===== src/logic/fsq_pkg.sv =====
// shared constants and types for the flash row erase and program sequencer
package fsq_pkg;
    // register port shape
    localparam int ADDR_W = 4;
    localparam int DATA_W = 8;
    localparam int PTR_W = 22;
    localparam int PTR_STEP_W = 21;
    localparam int HOLD_N = 8;
    localparam int HOLD_IDX_W = 3;
    localparam int ERASE_LSB = 6;
    localparam int PROG_LSB = 3;

    // register offsets
    localparam logic [3:0] OFF_CTRL = 4'h0;
    localparam logic [3:0] OFF_UNLOCK = 4'h1;
    localparam logic [3:0] OFF_LATCH = 4'h2;
    localparam logic [3:0] OFF_PTR_LOW = 4'h3;
    localparam logic [3:0] OFF_PTR_HIGH = 4'h4;
    localparam logic [3:0] OFF_PTR_UPPER = 4'h5;
    localparam logic [3:0] OFF_TABLE_WRITE_INSTR = 4'h6;

    // control register field positions
    localparam int BIT_PGM = 7;
    localparam int BIT_CFG = 6;
    localparam int BIT_ERASE = 4;
    localparam int BIT_WRITE_ENABLE_BIT = 2;
    localparam int BIT_WR = 1;

    // reset and key values
    localparam logic [7:0] UNLOCK_KEY1 = 8'h55;
    localparam logic [7:0] UNLOCK_KEY2 = 8'haa;
    localparam logic [7:0] HOLD_RESET = 8'hff;
    localparam logic [7:0] ZERO_BYTE = 8'h00;

    // pointer moves on a table write command (low two bits of the command)
    localparam logic [1:0] TABLE_WRITE_INSTR_KEEP = 2'h0;
    localparam logic [1:0] TABLE_WRITE_INSTR_POSTINC = 2'h1;
    localparam logic [1:0] TABLE_WRITE_INSTR_POSTDEC = 2'h2;
    localparam logic [1:0] TABLE_WRITE_INSTR_PREINC = 2'h3;

    // timing: times in microseconds, clock in MHz
    localparam int CLK_MHZ = 40;
    localparam int TICK_CYCLES = CLK_MHZ;
    localparam int ERASE_TIME_US = 2000;
    localparam int PROG_TIME_US = 2000;
    localparam int TIME_W = 16;

    typedef enum logic [2:0] {
        FSQ_IDLE = 3'b001,
        FSQ_ERASE = 3'b010,
        FSQ_PROG = 3'b100
    } fsq_state_t;

    typedef enum logic [2:0] {
        FSQ_UNL_NONE = 3'b001,
        FSQ_UNL_KEY1 = 3'b010,
        FSQ_UNL_ARMED = 3'b100
    } fsq_unlock_t;
endpackage


===== src/logic/fsq_link_if.sv =====
// carrier between the sequencer core, its holding bank and its timer
`timescale 1ns/1ps
`default_nettype none
interface fsq_link_if;
    import fsq_pkg::*;
    logic hb_wr;
    logic [HOLD_IDX_W-1:0] hb_idx;
    logic [DATA_W-1:0] hb_data;
    logic hb_clear;
    logic [HOLD_N*DATA_W-1:0] hb_flat;
    logic tmr_start;
    logic [TIME_W-1:0] tmr_us;
    logic tmr_done;

    modport core_mp (output hb_wr, hb_idx, hb_data, hb_clear, tmr_start, tmr_us,
                     input hb_flat, tmr_done);
    modport bank_mp (input hb_wr, hb_idx, hb_data, hb_clear, output hb_flat);
    modport timer_mp (input tmr_start, tmr_us, output tmr_done);
endinterface
`default_nettype wire


===== src/logic/fsq_hold_bank.sv =====
// eight byte holding bank staged by table writes
`timescale 1ns/1ps
`default_nettype none
module fsq_hold_bank #(
    parameter int N = fsq_pkg::HOLD_N
) (
    input wire logic core_clk,
    input wire logic reset,
    fsq_link_if.bank_mp lnk
);
    import fsq_pkg::*;

    // one byte per slot, indexed by the low pointer bits
    generate
        for (genvar i = 0; i < N; i++) begin : g_slot
            logic [DATA_W-1:0] slot_q;
            logic hit;
            assign hit = lnk.hb_wr && (lnk.hb_idx == HOLD_IDX_W'(i));
            // clear wins: a finished operation leaves all slots erased-value
            always_ff @(posedge core_clk) begin
                if (reset || lnk.hb_clear) begin
                    slot_q <= HOLD_RESET;
                end else if (hit) begin
                    slot_q <= lnk.hb_data;
                end
            end
            assign lnk.hb_flat[i*DATA_W +: DATA_W] = slot_q;
        end
    endgenerate
endmodule // fsq_hold_bank
`default_nettype wire


===== src/logic/fsq_timer.sv =====
// self-timed write/erase timer: microsecond tick divider and down counter
`timescale 1ns/1ps
`default_nettype none
module fsq_timer #(
    parameter int TICK = fsq_pkg::TICK_CYCLES
) (
    input wire logic core_clk,
    input wire logic reset,
    fsq_link_if.timer_mp lnk
);
    import fsq_pkg::*;

    localparam int PW = $clog2(TICK + 1);
    localparam logic [PW-1:0] TICK_LAST = PW'(TICK - 1);

    logic [PW-1:0] pre_q;
    logic [TIME_W-1:0] us_q;
    logic run_q;
    logic tick;

    // one-cycle enable every microsecond while running
    assign tick = run_q && (pre_q == TICK_LAST);
    assign lnk.tmr_done = tick && (us_q == TIME_W'(1));

    // restarting from a start pulse keeps the length exact
    always_ff @(posedge core_clk) begin
        if (reset) begin
            pre_q <= '0;
            us_q <= '0;
            run_q <= 1'b0;
        end else if (lnk.tmr_start) begin
            pre_q <= '0;
            us_q <= (lnk.tmr_us == '0) ? TIME_W'(1) : lnk.tmr_us;
            run_q <= 1'b1;
        end else if (run_q) begin
            pre_q <= tick ? '0 : pre_q + PW'(1);
            if (tick) begin
                us_q <= us_q - TIME_W'(1);
                run_q <= !lnk.tmr_done;
            end
        end
    end
endmodule // fsq_timer
`default_nettype wire


===== src/logic/fsq_sequencer.sv =====
// flash row erase and block program sequencer: registers, unlock and control
// Overview of operation
// - unlocked write start with erase erases row
// - processor stalled for whole timed erase
// - programming works on whole 8-byte blocks only
// - eight holding registers staged by table writes
// - table write touches only one holding register
// - control write after loading starts long write
// - long write halts core, timer ends it
// - holding registers read FFh after reset, writes
// - FFh holding byte leaves flash byte unchanged
// - programming can only clear bits
// - partly loaded bank still programs, rest untouched
// - low three bits pick slot, upper nineteen block
// - erase uses upper sixteen bits, 64-byte row
// - write start set by software, cleared by hardware
//
// The plain strobed port and the placing of the registers were left to the implementer.
`timescale 1ns/1ps
`default_nettype none
module fsq_sequencer
    import fsq_pkg::*;
#(
    parameter int ERASE_US = fsq_pkg::ERASE_TIME_US,
    parameter int PROG_US = fsq_pkg::PROG_TIME_US,
    parameter int TICK = fsq_pkg::TICK_CYCLES
) (
    input wire logic core_clk,
    input wire logic reset,
    input wire logic [fsq_pkg::ADDR_W-1:0] reg_addr,
    input wire logic [fsq_pkg::DATA_W-1:0] reg_wdata,
    input wire logic reg_wr,
    input wire logic reg_rd,
    output logic [fsq_pkg::DATA_W-1:0] reg_rdata,
    output logic cpu_stall,
    output logic flash_erase_start,
    output logic flash_prog_start,
    output logic [fsq_pkg::PTR_W-1:0] flash_addr,
    output logic [fsq_pkg::HOLD_N*fsq_pkg::DATA_W-1:0] flash_prog_data,
    output logic [fsq_pkg::HOLD_N-1:0] flash_prog_byte_en
);
    import fsq_pkg::*;

    // whole cycle lengths of the two timed operations
    localparam int ERASE_CYCLES = ERASE_US * TICK;
    localparam int PROG_CYCLES = PROG_US * TICK;
    localparam logic [TIME_W-1:0] ERASE_LEN = TIME_W'(ERASE_US);
    localparam logic [TIME_W-1:0] PROG_LEN = TIME_W'(PROG_US);

    // address decode used by both the write and the read side
    function automatic logic hit(input logic [ADDR_W-1:0] a, input logic [3:0] off);
        hit = (a == ADDR_W'(off));
    endfunction

    // pointer arithmetic only moves the low 21 bits
    function automatic logic [PTR_W-1:0] step(input logic [PTR_W-1:0] p, input logic up);
        logic [PTR_STEP_W-1:0] low;
        low = up ? p[PTR_STEP_W-1:0] + PTR_STEP_W'(1) : p[PTR_STEP_W-1:0] - PTR_STEP_W'(1);
        step = {p[PTR_W-1:PTR_STEP_W], low};
    endfunction

    fsq_link_if lnk ();

    fsq_hold_bank #(
        .N(HOLD_N)
    ) u_bank (
        .core_clk(core_clk),
        .reset(reset),
        .lnk(lnk.bank_mp)
    );

    fsq_timer #(
        .TICK(TICK)
    ) u_timer (
        .core_clk(core_clk),
        .reset(reset),
        .lnk(lnk.timer_mp)
    );

    fsq_state_t state_q;
    fsq_state_t state_d;
    fsq_unlock_t unlock_q;
    fsq_unlock_t unlock_d;
    logic pgm_q;
    logic cfg_q;
    logic erase_q;
    logic write_enable_bit_q;
    logic [DATA_W-1:0] latch_q;
    logic [PTR_W-1:0] ptr_q;
    logic [PTR_W-1:0] ptr_d;
    logic [DATA_W-1:0] rdata_q;
    logic [DATA_W-1:0] rd_mux;
    logic erase_start_q;
    logic prog_start_q;
    logic [PTR_W-1:0] faddr_q;
    logic [HOLD_N*DATA_W-1:0] fdata_q;
    logic [HOLD_N-1:0] fen_q;
    logic [HOLD_N-1:0] slot_used;

    // register write decode
    logic idle;
    logic busy;
    logic wr_ctrl;
    logic wr_unlock;
    logic wr_latch;
    logic wr_table_write_instr;
    logic ctrl_req_ok;
    logic start_req;
    logic start_erase;
    logic start_prog;
    logic op_done;
    logic [1:0] tbl_mode;
    logic [PTR_W-1:0] ptr_pre;

    assign idle = (state_q == FSQ_IDLE);
    assign busy = !idle;
    assign wr_ctrl = reg_wr && hit(reg_addr, OFF_CTRL);
    assign wr_unlock = reg_wr && hit(reg_addr, OFF_UNLOCK);
    assign wr_latch = reg_wr && hit(reg_addr, OFF_LATCH);
    assign wr_table_write_instr = reg_wr && hit(reg_addr, OFF_TABLE_WRITE_INSTR) && idle;
    assign op_done = lnk.tmr_done;

    // start needs the armed unlock pair right before, and a program-space write
    assign ctrl_req_ok = reg_wdata[BIT_WRITE_ENABLE_BIT] && reg_wdata[BIT_PGM] && !reg_wdata[BIT_CFG];
    assign start_req = wr_ctrl && idle && reg_wdata[BIT_WR] && ctrl_req_ok
                       && (unlock_q == FSQ_UNL_ARMED);
    assign start_erase = start_req && reg_wdata[BIT_ERASE];
    assign start_prog = start_req && !reg_wdata[BIT_ERASE];

    // unlock tracker: any other write in between breaks the pair
    always_comb begin
        unlock_d = FSQ_UNL_NONE;
        if (!reg_wr) begin
            unlock_d = unlock_q;
        end else if (wr_unlock && write_enable_bit_q && reg_wdata == UNLOCK_KEY1) begin
            unlock_d = FSQ_UNL_KEY1;
        end else if (wr_unlock && write_enable_bit_q && reg_wdata == UNLOCK_KEY2
                     && unlock_q == FSQ_UNL_KEY1) begin
            unlock_d = FSQ_UNL_ARMED;
        end
    end

    // table write: pre-increment selects the slot after the move
    assign tbl_mode = reg_wdata[1:0];
    assign ptr_pre = (tbl_mode == TABLE_WRITE_INSTR_PREINC) ? step(ptr_q, 1'b1) : ptr_q;

    // short write into one holding slot, flash untouched
    assign lnk.hb_wr = wr_table_write_instr;
    assign lnk.hb_idx = ptr_pre[HOLD_IDX_W-1:0];
    assign lnk.hb_data = latch_q;
    assign lnk.hb_clear = op_done;

    // one timer serves both operations
    assign lnk.tmr_start = start_req;
    assign lnk.tmr_us = start_erase ? ERASE_LEN : PROG_LEN;

    // pointer next value from byte writes and table write moves
    always_comb begin
        ptr_d = ptr_q;
        if (reg_wr && idle && hit(reg_addr, OFF_PTR_LOW)) begin
            ptr_d[7:0] = reg_wdata;
        end else if (reg_wr && idle && hit(reg_addr, OFF_PTR_HIGH)) begin
            ptr_d[15:8] = reg_wdata;
        end else if (reg_wr && idle && hit(reg_addr, OFF_PTR_UPPER)) begin
            ptr_d[PTR_W-1:16] = reg_wdata[PTR_W-17:0];
        end else if (wr_table_write_instr) begin
            case (tbl_mode)
                TABLE_WRITE_INSTR_POSTINC: ptr_d = step(ptr_q, 1'b1);
                TABLE_WRITE_INSTR_POSTDEC: ptr_d = step(ptr_q, 1'b0);
                TABLE_WRITE_INSTR_PREINC: ptr_d = ptr_pre;
                default: ptr_d = ptr_q;
            endcase
        end
    end

    // operation state: idle until a start, back when the timer ends it
    always_comb begin
        state_d = state_q;
        case (state_q)
            FSQ_IDLE: begin
                if (start_erase) begin
                    state_d = FSQ_ERASE;
                end else if (start_prog) begin
                    state_d = FSQ_PROG;
                end
            end
            FSQ_ERASE: begin
                if (op_done) begin
                    state_d = FSQ_IDLE;
                end
            end
            FSQ_PROG: begin
                if (op_done) begin
                    state_d = FSQ_IDLE;
                end
            end
            default: state_d = FSQ_IDLE;
        endcase
    end

    // a slot still holding the erased value is masked off
    generate
        for (genvar i = 0; i < HOLD_N; i++) begin : g_used
            assign slot_used[i] = (lnk.hb_flat[i*DATA_W +: DATA_W] != HOLD_RESET);
        end
    endgenerate

    // sequencer state and software-visible bits
    always_ff @(posedge core_clk) begin
        if (reset) begin
            state_q <= FSQ_IDLE;
            unlock_q <= FSQ_UNL_NONE;
            ptr_q <= '0;
            latch_q <= ZERO_BYTE;
        end else begin
            state_q <= state_d;
            unlock_q <= unlock_d;
            ptr_q <= ptr_d;
            if (wr_latch) begin
                latch_q <= reg_wdata;
            end
        end
    end

    // control bits are frozen while an operation runs
    always_ff @(posedge core_clk) begin
        if (reset) begin
            pgm_q <= 1'b0;
            cfg_q <= 1'b0;
            erase_q <= 1'b0;
            write_enable_bit_q <= 1'b0;
        end else if (wr_ctrl && idle) begin
            pgm_q <= reg_wdata[BIT_PGM];
            cfg_q <= reg_wdata[BIT_CFG];
            erase_q <= reg_wdata[BIT_ERASE];
            write_enable_bit_q <= reg_wdata[BIT_WRITE_ENABLE_BIT];
        end
    end

    // launch to the flash array: row for erase, 8-byte block for program
    always_ff @(posedge core_clk) begin
        if (reset) begin
            erase_start_q <= 1'b0;
            prog_start_q <= 1'b0;
            faddr_q <= '0;
            fdata_q <= '1;
            fen_q <= '0;
        end else begin
            erase_start_q <= start_erase;
            prog_start_q <= start_prog;
            if (start_erase) begin
                faddr_q <= {ptr_q[PTR_W-1:ERASE_LSB], ERASE_LSB'(0)};
                fen_q <= '0;
            end else if (start_prog) begin
                faddr_q <= {ptr_q[PTR_W-1:PROG_LSB], PROG_LSB'(0)};
                fdata_q <= lnk.hb_flat;
                fen_q <= slot_used;
            end
        end
    end

    // read mux; write start reads back as busy until hardware clears it
    always_comb begin
        rd_mux = ZERO_BYTE;
        if (hit(reg_addr, OFF_CTRL)) begin
            rd_mux[BIT_PGM] = pgm_q;
            rd_mux[BIT_CFG] = cfg_q;
            rd_mux[BIT_ERASE] = erase_q;
            rd_mux[BIT_WRITE_ENABLE_BIT] = write_enable_bit_q;
            rd_mux[BIT_WR] = busy;
        end else if (hit(reg_addr, OFF_LATCH)) begin
            rd_mux = latch_q;
        end else if (hit(reg_addr, OFF_PTR_LOW)) begin
            rd_mux = ptr_q[7:0];
        end else if (hit(reg_addr, OFF_PTR_HIGH)) begin
            rd_mux = ptr_q[15:8];
        end else if (hit(reg_addr, OFF_PTR_UPPER)) begin
            rd_mux = {2'h0, ptr_q[PTR_W-1:16]};
        end
    end

    // read data stands only in the cycle after the strobe
    always_ff @(posedge core_clk) begin
        if (reset) begin
            rdata_q <= ZERO_BYTE;
        end else begin
            rdata_q <= reg_rd ? rd_mux : ZERO_BYTE;
        end
    end

    assign reg_rdata = rdata_q;
    assign cpu_stall = busy;
    assign flash_erase_start = erase_start_q;
    assign flash_prog_start = prog_start_q;
    assign flash_addr = faddr_q;
    assign flash_prog_data = fdata_q;
    assign flash_prog_byte_en = fen_q;
endmodule // fsq_sequencer
`default_nettype wire


===== config.mk =====
export PLATFORM = sky130hd
export DESIGN_NAME = fsq_sequencer
export DESIGN_NICKNAME = d
export VERILOG_FILES = /design/src/logic/fsq_pkg.sv /design/src/logic/fsq_link_if.sv /design/src/logic/fsq_hold_bank.sv /design/src/logic/fsq_timer.sv /design/src/logic/fsq_sequencer.sv
export SDC_FILE = /design/constraint.sdc
export NUM_CORES = 1
export LEC_CHECK = 0
export ABC_AREA = 0
export BUFFER_PORTS_ARGS = -buffer_cell sky130_fd_sc_hd__buf_4
export CORE_ASPECT_RATIO = 1.75
export CORE_MARGIN = 2
export CORE_UTILIZATION = 30
export DETAILED_ROUTE_END_ITERATION = 16
export GPL_TIMING_DRIVEN = 1
export PLACE_DENSITY = 0.49
export SYNTH_ARGS = -nofsm -noshare
export SYNTH_HDL_FRONTEND = slang
export SYNTH_SLANG_ARGS = --single-unit

===== constraint.sdc =====
create_clock -name core_clk -period 5.3 [get_ports core_clk]
set_clock_uncertainty 0.1 [all_clocks]
set_input_delay 1.06 -clock core_clk [delete_from_list [all_inputs] [get_ports core_clk]]
set_output_delay 1.06 -clock core_clk [all_outputs]
set_load 0.05 [all_outputs]

Word level (Yosys, flattened, before mapping)

Cells that the tools add are included.

Reduce and logical (&&, ||, !) cells: 60
Bitwise logic cells: 4
Equality and inequality tests: 38
Add/sub/neg operators: 4
Muxes and demuxes: 30

Operators with widths:

| cell                                                                    | count |
|---|---|
| 22-bit two-way mux                                                      | 4 |
| 22-bit one-hot mux with 3 select lines                                  | 1 |
| 8-bit inequality test (second input constant)                           | 8 |
| 8-bit two-way mux                                                       | 6 |
| 11-bit two-way mux                                                      | 3 |
| 1-bit logical AND                                                       | 31 |
| 21-bit by 1-bit adder with 21-bit output (second input constant)        | 1 |
| 21-bit by 1-bit subtractor with 21-bit output (second input constant)   | 1 |
| 3-bit equality test (second input constant)                             | 6 |
| 6-bit two-way mux                                                       | 3 |
| 16-bit by 1-bit equality test with 1-bit output (second input constant) | 1 |
| 16-bit two-way mux                                                      | 1 |
| 16-bit by 1-bit subtractor with 16-bit output (second input constant)   | 1 |
| 3-bit two-way mux                                                       | 5 |
| 3-bit by 2-bit equality test with 1-bit output (second input constant)  | 4 |
| 4-bit by 3-bit equality test with 1-bit output (second input constant)  | 3 |
| 4-bit AND reduction                                                     | 3 |
| 2-bit nonzero test                                                      | 6 |
| 4-bit nonzero test                                                      | 3 |
| 4-bit by 2-bit equality test with 1-bit output (second input constant)  | 2 |
| 8-bit by 7-bit equality test with 1-bit output (second input constant)  | 1 |
| 8-bit equality test (second input constant)                             | 1 |
| 2-bit AND reduction                                                     | 4 |
| 2-bit OR reduction                                                      | 4 |
| other kinds (19)                                                        | 33 |

Logic and storage cells: 167
Register bits: 228
Output and inout bits: 105

Logic depth before layout (Yosys ltp)

Depth after elaboration: 10
Mapped depth: 9

By module

A second synthesis with hierarchy kept.

Cells, all modules: 1235
Area, all modules: 10844.2 µm²

By module, submodules not included:

| module        | cells each | area an instance (µm²) | instances |
|---|---|---|---|
| fsq_sequencer | 837        | 6984.2                 | 1 |
| fsq_hold_bank | 238        | 2511.2                 | 1 |
| fsq_timer     | 160        | 1348.8                 | 1 |

Worst setup path after synthesis

OpenSTA, ideal clock, no wires.

Kind: input to register
From: in reg_addr[2] (netlist bit)
To: reg fen_q[0], in the netlist flash_prog_byte_en[0]
Slack: 2.399 ns
Buffers on the path: 4
Stages: 9
Data arrival time: 2.673 ns
Required time: 5.072 ns
Path through: clkbuf_1 -> nor2_2 -> nand3_1 -> nand3b_1 -> buf_2 -> buf_4 -> buf_2 -> a21oi_1 -> nor2_1

Longest elaborated chain between the ends: 8
Elaborated cells on any way between the ends: 9

Ends and longest elaborated chain:

| item                                | line                 | RTL |
|---|---|---|
| from (decl)                         | fsq_sequencer.sv:30  | `input wire logic [fsq_pkg::ADDR_W-1:0] reg_addr,` |
| 4-bit zero test (*)                 | fsq_sequencer.sv:52  | `hit = (a == ADDR_W'(off));` |
| 1-bit logical AND (*)               | fsq_sequencer.sv:117 | `assign wr_ctrl = reg_wr && hit(reg_addr, OFF_CTRL);` |
| 1-bit logical AND (*) (3 in a row)  | fsq_sequencer.sv:125 | `assign start_req = wr_ctrl && idle && reg_wdata[BIT_WR] && ctrl_req_ok` |
| 1-bit logical AND (*)               | fsq_sequencer.sv:126 | `&& (unlock_q == FSQ_UNL_ARMED);` |
| 1-bit logical AND                   | fsq_sequencer.sv:127 | `assign start_erase = start_req && reg_wdata[BIT_ERASE];` |
| 2-bit OR reduction (no source line) | --                   |  |
| to (signal assigned)                | fsq_sequencer.sv:257 | `fen_q <= slot_used;` |
| to (decl)                           | fsq_sequencer.sv:97  | `logic [HOLD_N-1:0] fen_q;` |

Mark *: on every way between the ends. The rest lies on a longest branch, timed or not.
A chain may end at the register's enable or synchronous reset.

Worst setup path after layout

From: in reg_wr
To: reg fen_q[3], in the netlist flash_prog_byte_en[3]

Longest elaborated chain between the ends: 7
Elaborated cells on any way between the ends: 8

Ends and longest elaborated chain:

| item                                | line                 | RTL |
|---|---|---|
| from (decl)                         | fsq_sequencer.sv:32  | `input wire logic reg_wr,` |
| 1-bit logical AND (*)               | fsq_sequencer.sv:117 |  |
| 1-bit logical AND (*) (3 in a row)  | fsq_sequencer.sv:125 |  |
| 1-bit logical AND (*)               | fsq_sequencer.sv:126 |  |
| 1-bit logical AND                   | fsq_sequencer.sv:127 |  |
| 2-bit OR reduction (no source line) | --                   |  |

Marked as above.

==> results.json <==
{
  "status": "complete, no violations",
  "grt_usage": 0.185,
  "ys.flop_type": "dfxtp_1",
  "ys_seq_elements": 228,
  "avgViaCountPerCell": 5.09,
  "synth_top_cell_area_share": 0.451,
  "worstPathCellList": "buf_4, and4bb_2, nand3_1, nand3b_1, buf_4, buf_4, nor3_1, a21oi_1, nor2_1",
  "top_layer": "met4",
  "relSlewSlack": 0.297,
  "critPathMaxFanout": 62,
  "critical_path.max_stage_delay_ps": 570,
  "wl_met1_um": 12800,
  "total_power_w": 0.00388,
  "min_period_ps": 3250,
  "drcViolationCount": 0,
  "tightest_slew_ps": 1050,
  "fp.dieH_um": 247,
  "core_area_um2": 33500,
  "cp_slowest_cell": "buf_4",
  "rrSetupSlack_ps": 2220,
  "synthArstFlopShare": 0,
  "grt_pass1_vias": 8905,
  "syn_inst": 1217,
  "grt_max_degree": 80,
  "synth_largest_area_cell": "dfxtp_1",
  "ctsLongestPathBuffers": 3,
  "cts_buffers": 24,
  "grt_overflow": 0,
  "fin_nets": 1299,
  "pre_cts_ws_ps": 1460,
  "slew_viol_final": 0,
  "ys_warn_count": 0,
  "drtPass1Iterations": 6,
  "dr.first_iter.drc_count": 531,
  "syn_avg_cell_area_um2": 8.31,
  "critPathTopFamily": "buffers and inverters",
  "synth.most_common_cell": "dfxtp_1",
  "netlist_area_um2": 10100,
  "wire_per_inst_um": 18.8,
  "rows": 89,
  "post_cts_resized": 0,
  "gp_congestion": 0.877,
  "crit_path_end_kind": "flop",
  "synth.distinct_cells": 68,
  "ant_nets": 0,
  "synth_area_leaders": "dfxtp_1 45%, nand2_1 8.0%, mux2i_1 7.1%",
  "required_ps": 5610,
  "setup_viol": 0,
  "r2r_end": "u_bank.g_slot[1].slot_q[3]$_SDFFE_PP1P_",
  "postCtsSetupBuffers": 0,
  "tns_ps": 0,
  "min_path_type": "flop to flop",
  "final_area_um2": 12200,
  "hp-start": "flash_addr[15]$_SDFFE_PP0P_",
  "clkSinkCount": 228,
  "path_buf_inv": 3,
  "dieArea_um2": 35300,
  "final-hold-violation-count": 0,
  "grt_first_pass_wirelength_um": 50900,
  "met2_wirelength_um": 17500,
  "vdd_drop_max_mv": 0.227,
  "synthTopCellsByCount": "228 x dfxtp_1, 215 x nand2_1, 90 x nand3_1",
  "cp.arrival_ps": 3560,
  "yosysSeqAreaShare": 0.451,
  "r2r-start": "ptr_q[0]$_SDFFE_PP0P_",
  "holdPathStages": 2,
  "antenna_found_initial": 0,
  "layout-drive-gt1-share": 0.143,
  "synth-edff-count": 0,
  "crit_top_cell": "buf_4",
  "p_leak_nw": 4.62,
  "syn_to_final_growth_pct": 20.2,
  "setup_ws_ps": 2050,
  "antenna_cells": 0,
  "wl_um": 32900,
  "port_buffers": 117,
  "initial_utilization": 0.302,
  "place_area_um2": 11200,
  "met3_length_um": 1330,
  "fmax_mhz": 308,
  "clock-root-buffer": "clkbuf_16",
  "hold_end": "flash_addr[15]$_SDFFE_PP0P_",
  "hpwl_um": 22500,
  "powerDensity_nw_per_um2": 319,
  "rsz0062_at_grt": "no",
  "cts_max_level": 1,
  "worst-setup-path-type": "primary input to flop",
  "maxCapViolations": 0,
  "period_share": 0.613,
  "start_kind": "primary input",
  "clk_latency_ps": 540,
  "path_clk_slew_ps": 60,
  "io_pins": 121,
  "vias": 8895,
  "ctsHoldBuffers": 0,
  "cts_tree": "yes",
  "timing.hold.ws_ps": 353,
  "die_x_um": 143,
  "r2r_cells": 7
}
## placed cells by master, fill, tap and decap left out, drive strengths merged, types with 6 or more instances in the layout
cell type	instances
dfxtp	228
nand2	215
buf	130
nor2	91
nand3	90
o21ai	81
mux2i	72
a21oi	67
nor3	32
nand4	29
xnor2	28
clkbuf	27
xor2	17
inv	12
nor4	11
a22oi	10
and3	9
clkinv	9
nor2b	8
a222oi	8
ha	8
nand3b	7
nand2b	7
a22o	7
bufinv	7
nor3b	6
a31oi	6
## sequential cells by signal, summed over array words and instances (netlist names)
register	flops
flash_prog_data	64
u_bank.g_slot.slot_q	64
ptr_q	22
flash_addr	19
u_timer.us_q	16
flash_prog_byte_en	8
latch_q	8
reg_rdata	8
u_timer.pre_q	6
state_q	3
unlock_q	3
cfg_q	1
erase_q	1
flash_erase_start	1
flash_prog_start	1
pgm_q	1
u_timer.run_q	1
write_enable_bit_q	1
## metal layers
metal  vias to the layer above  GRT usage
li1                       4371          -
met1                      4236      0.204
met2                       229      0.347
met3                        59     0.0267
met4                         0     0.0836
met5                         -          0
## worst max-delay path by stage
stage                startpoint                            endpoint  slack, ps  cells after the start
detailed placement       reg_wr  flash_prog_byte_en[2]$_SDFFE_PP0P_       1460                      9
CTS                      reg_wr  flash_prog_byte_en[2]$_SDFFE_PP0P_       2040                      9
floorplan           reg_addr[2]  flash_prog_byte_en[0]$_SDFFE_PP0P_       2400                      9
finish                   reg_wr  flash_prog_byte_en[3]$_SDFFE_PP0P_       2050                      9
global route             reg_wr  flash_prog_byte_en[3]$_SDFFE_PP0P_       1830                      9
global placement         reg_wr  flash_prog_byte_en[2]$_SDFFE_PP0P_       1470                      9
## through the flow
| step | cells | utilization |
|---|---|---|
| after CTS | 1748 | 0.363 |
| after global routing | 1748 | 0.363 |
| final | 1748 | 0.363 |
| after floorplan | 1219 | - |
| after global placement | 1704 | 0.336 |
| after detailed placement | 1704 | 0.336 |
## cell families (layout without fill, tap and decap cells)
group           count (synthesis)  in the layout  share of synthesized area
simple gates                  526            526                      0.245
flops                         228            228                      0.451
compound gates                225            225                      0.136
buf+inv                       112            186                     0.0473
mux                            72             72                     0.0713
xor+xnor                       45             45                     0.0390
fa+ha+maj                       8              8                    0.00990
other cells                     1              3                   0.000371
## report_power, final
part | total [W] | switching (W) | internal [W]
combinational | 0.000205 | 0.000141 | 0.0000637
clock | 0.00193 | 0.000729 | 0.00120
sequential | 0.00174 | 0.0000187 | 0.00172
## worst min-delay path: stages (launching register included)
cell and delay [ps]:
dfxtp_1 310, nand2_1 50, a21oi_1 50
## cell type report
type / count / area [um2]
Inverter: 12 / 45.0
Fill cell: 3508 / 21400
Sequential cell: 228 / 4560
Tap cell: 455 / 569
Clock buffer: 27 / 632
Clock inverter: 17 / 278
Multi-Input combinational cell: 879 / 5090
Timing Repair Buffer: 130 / 976
Note: power is estimated with default switching activity, not from simulation.
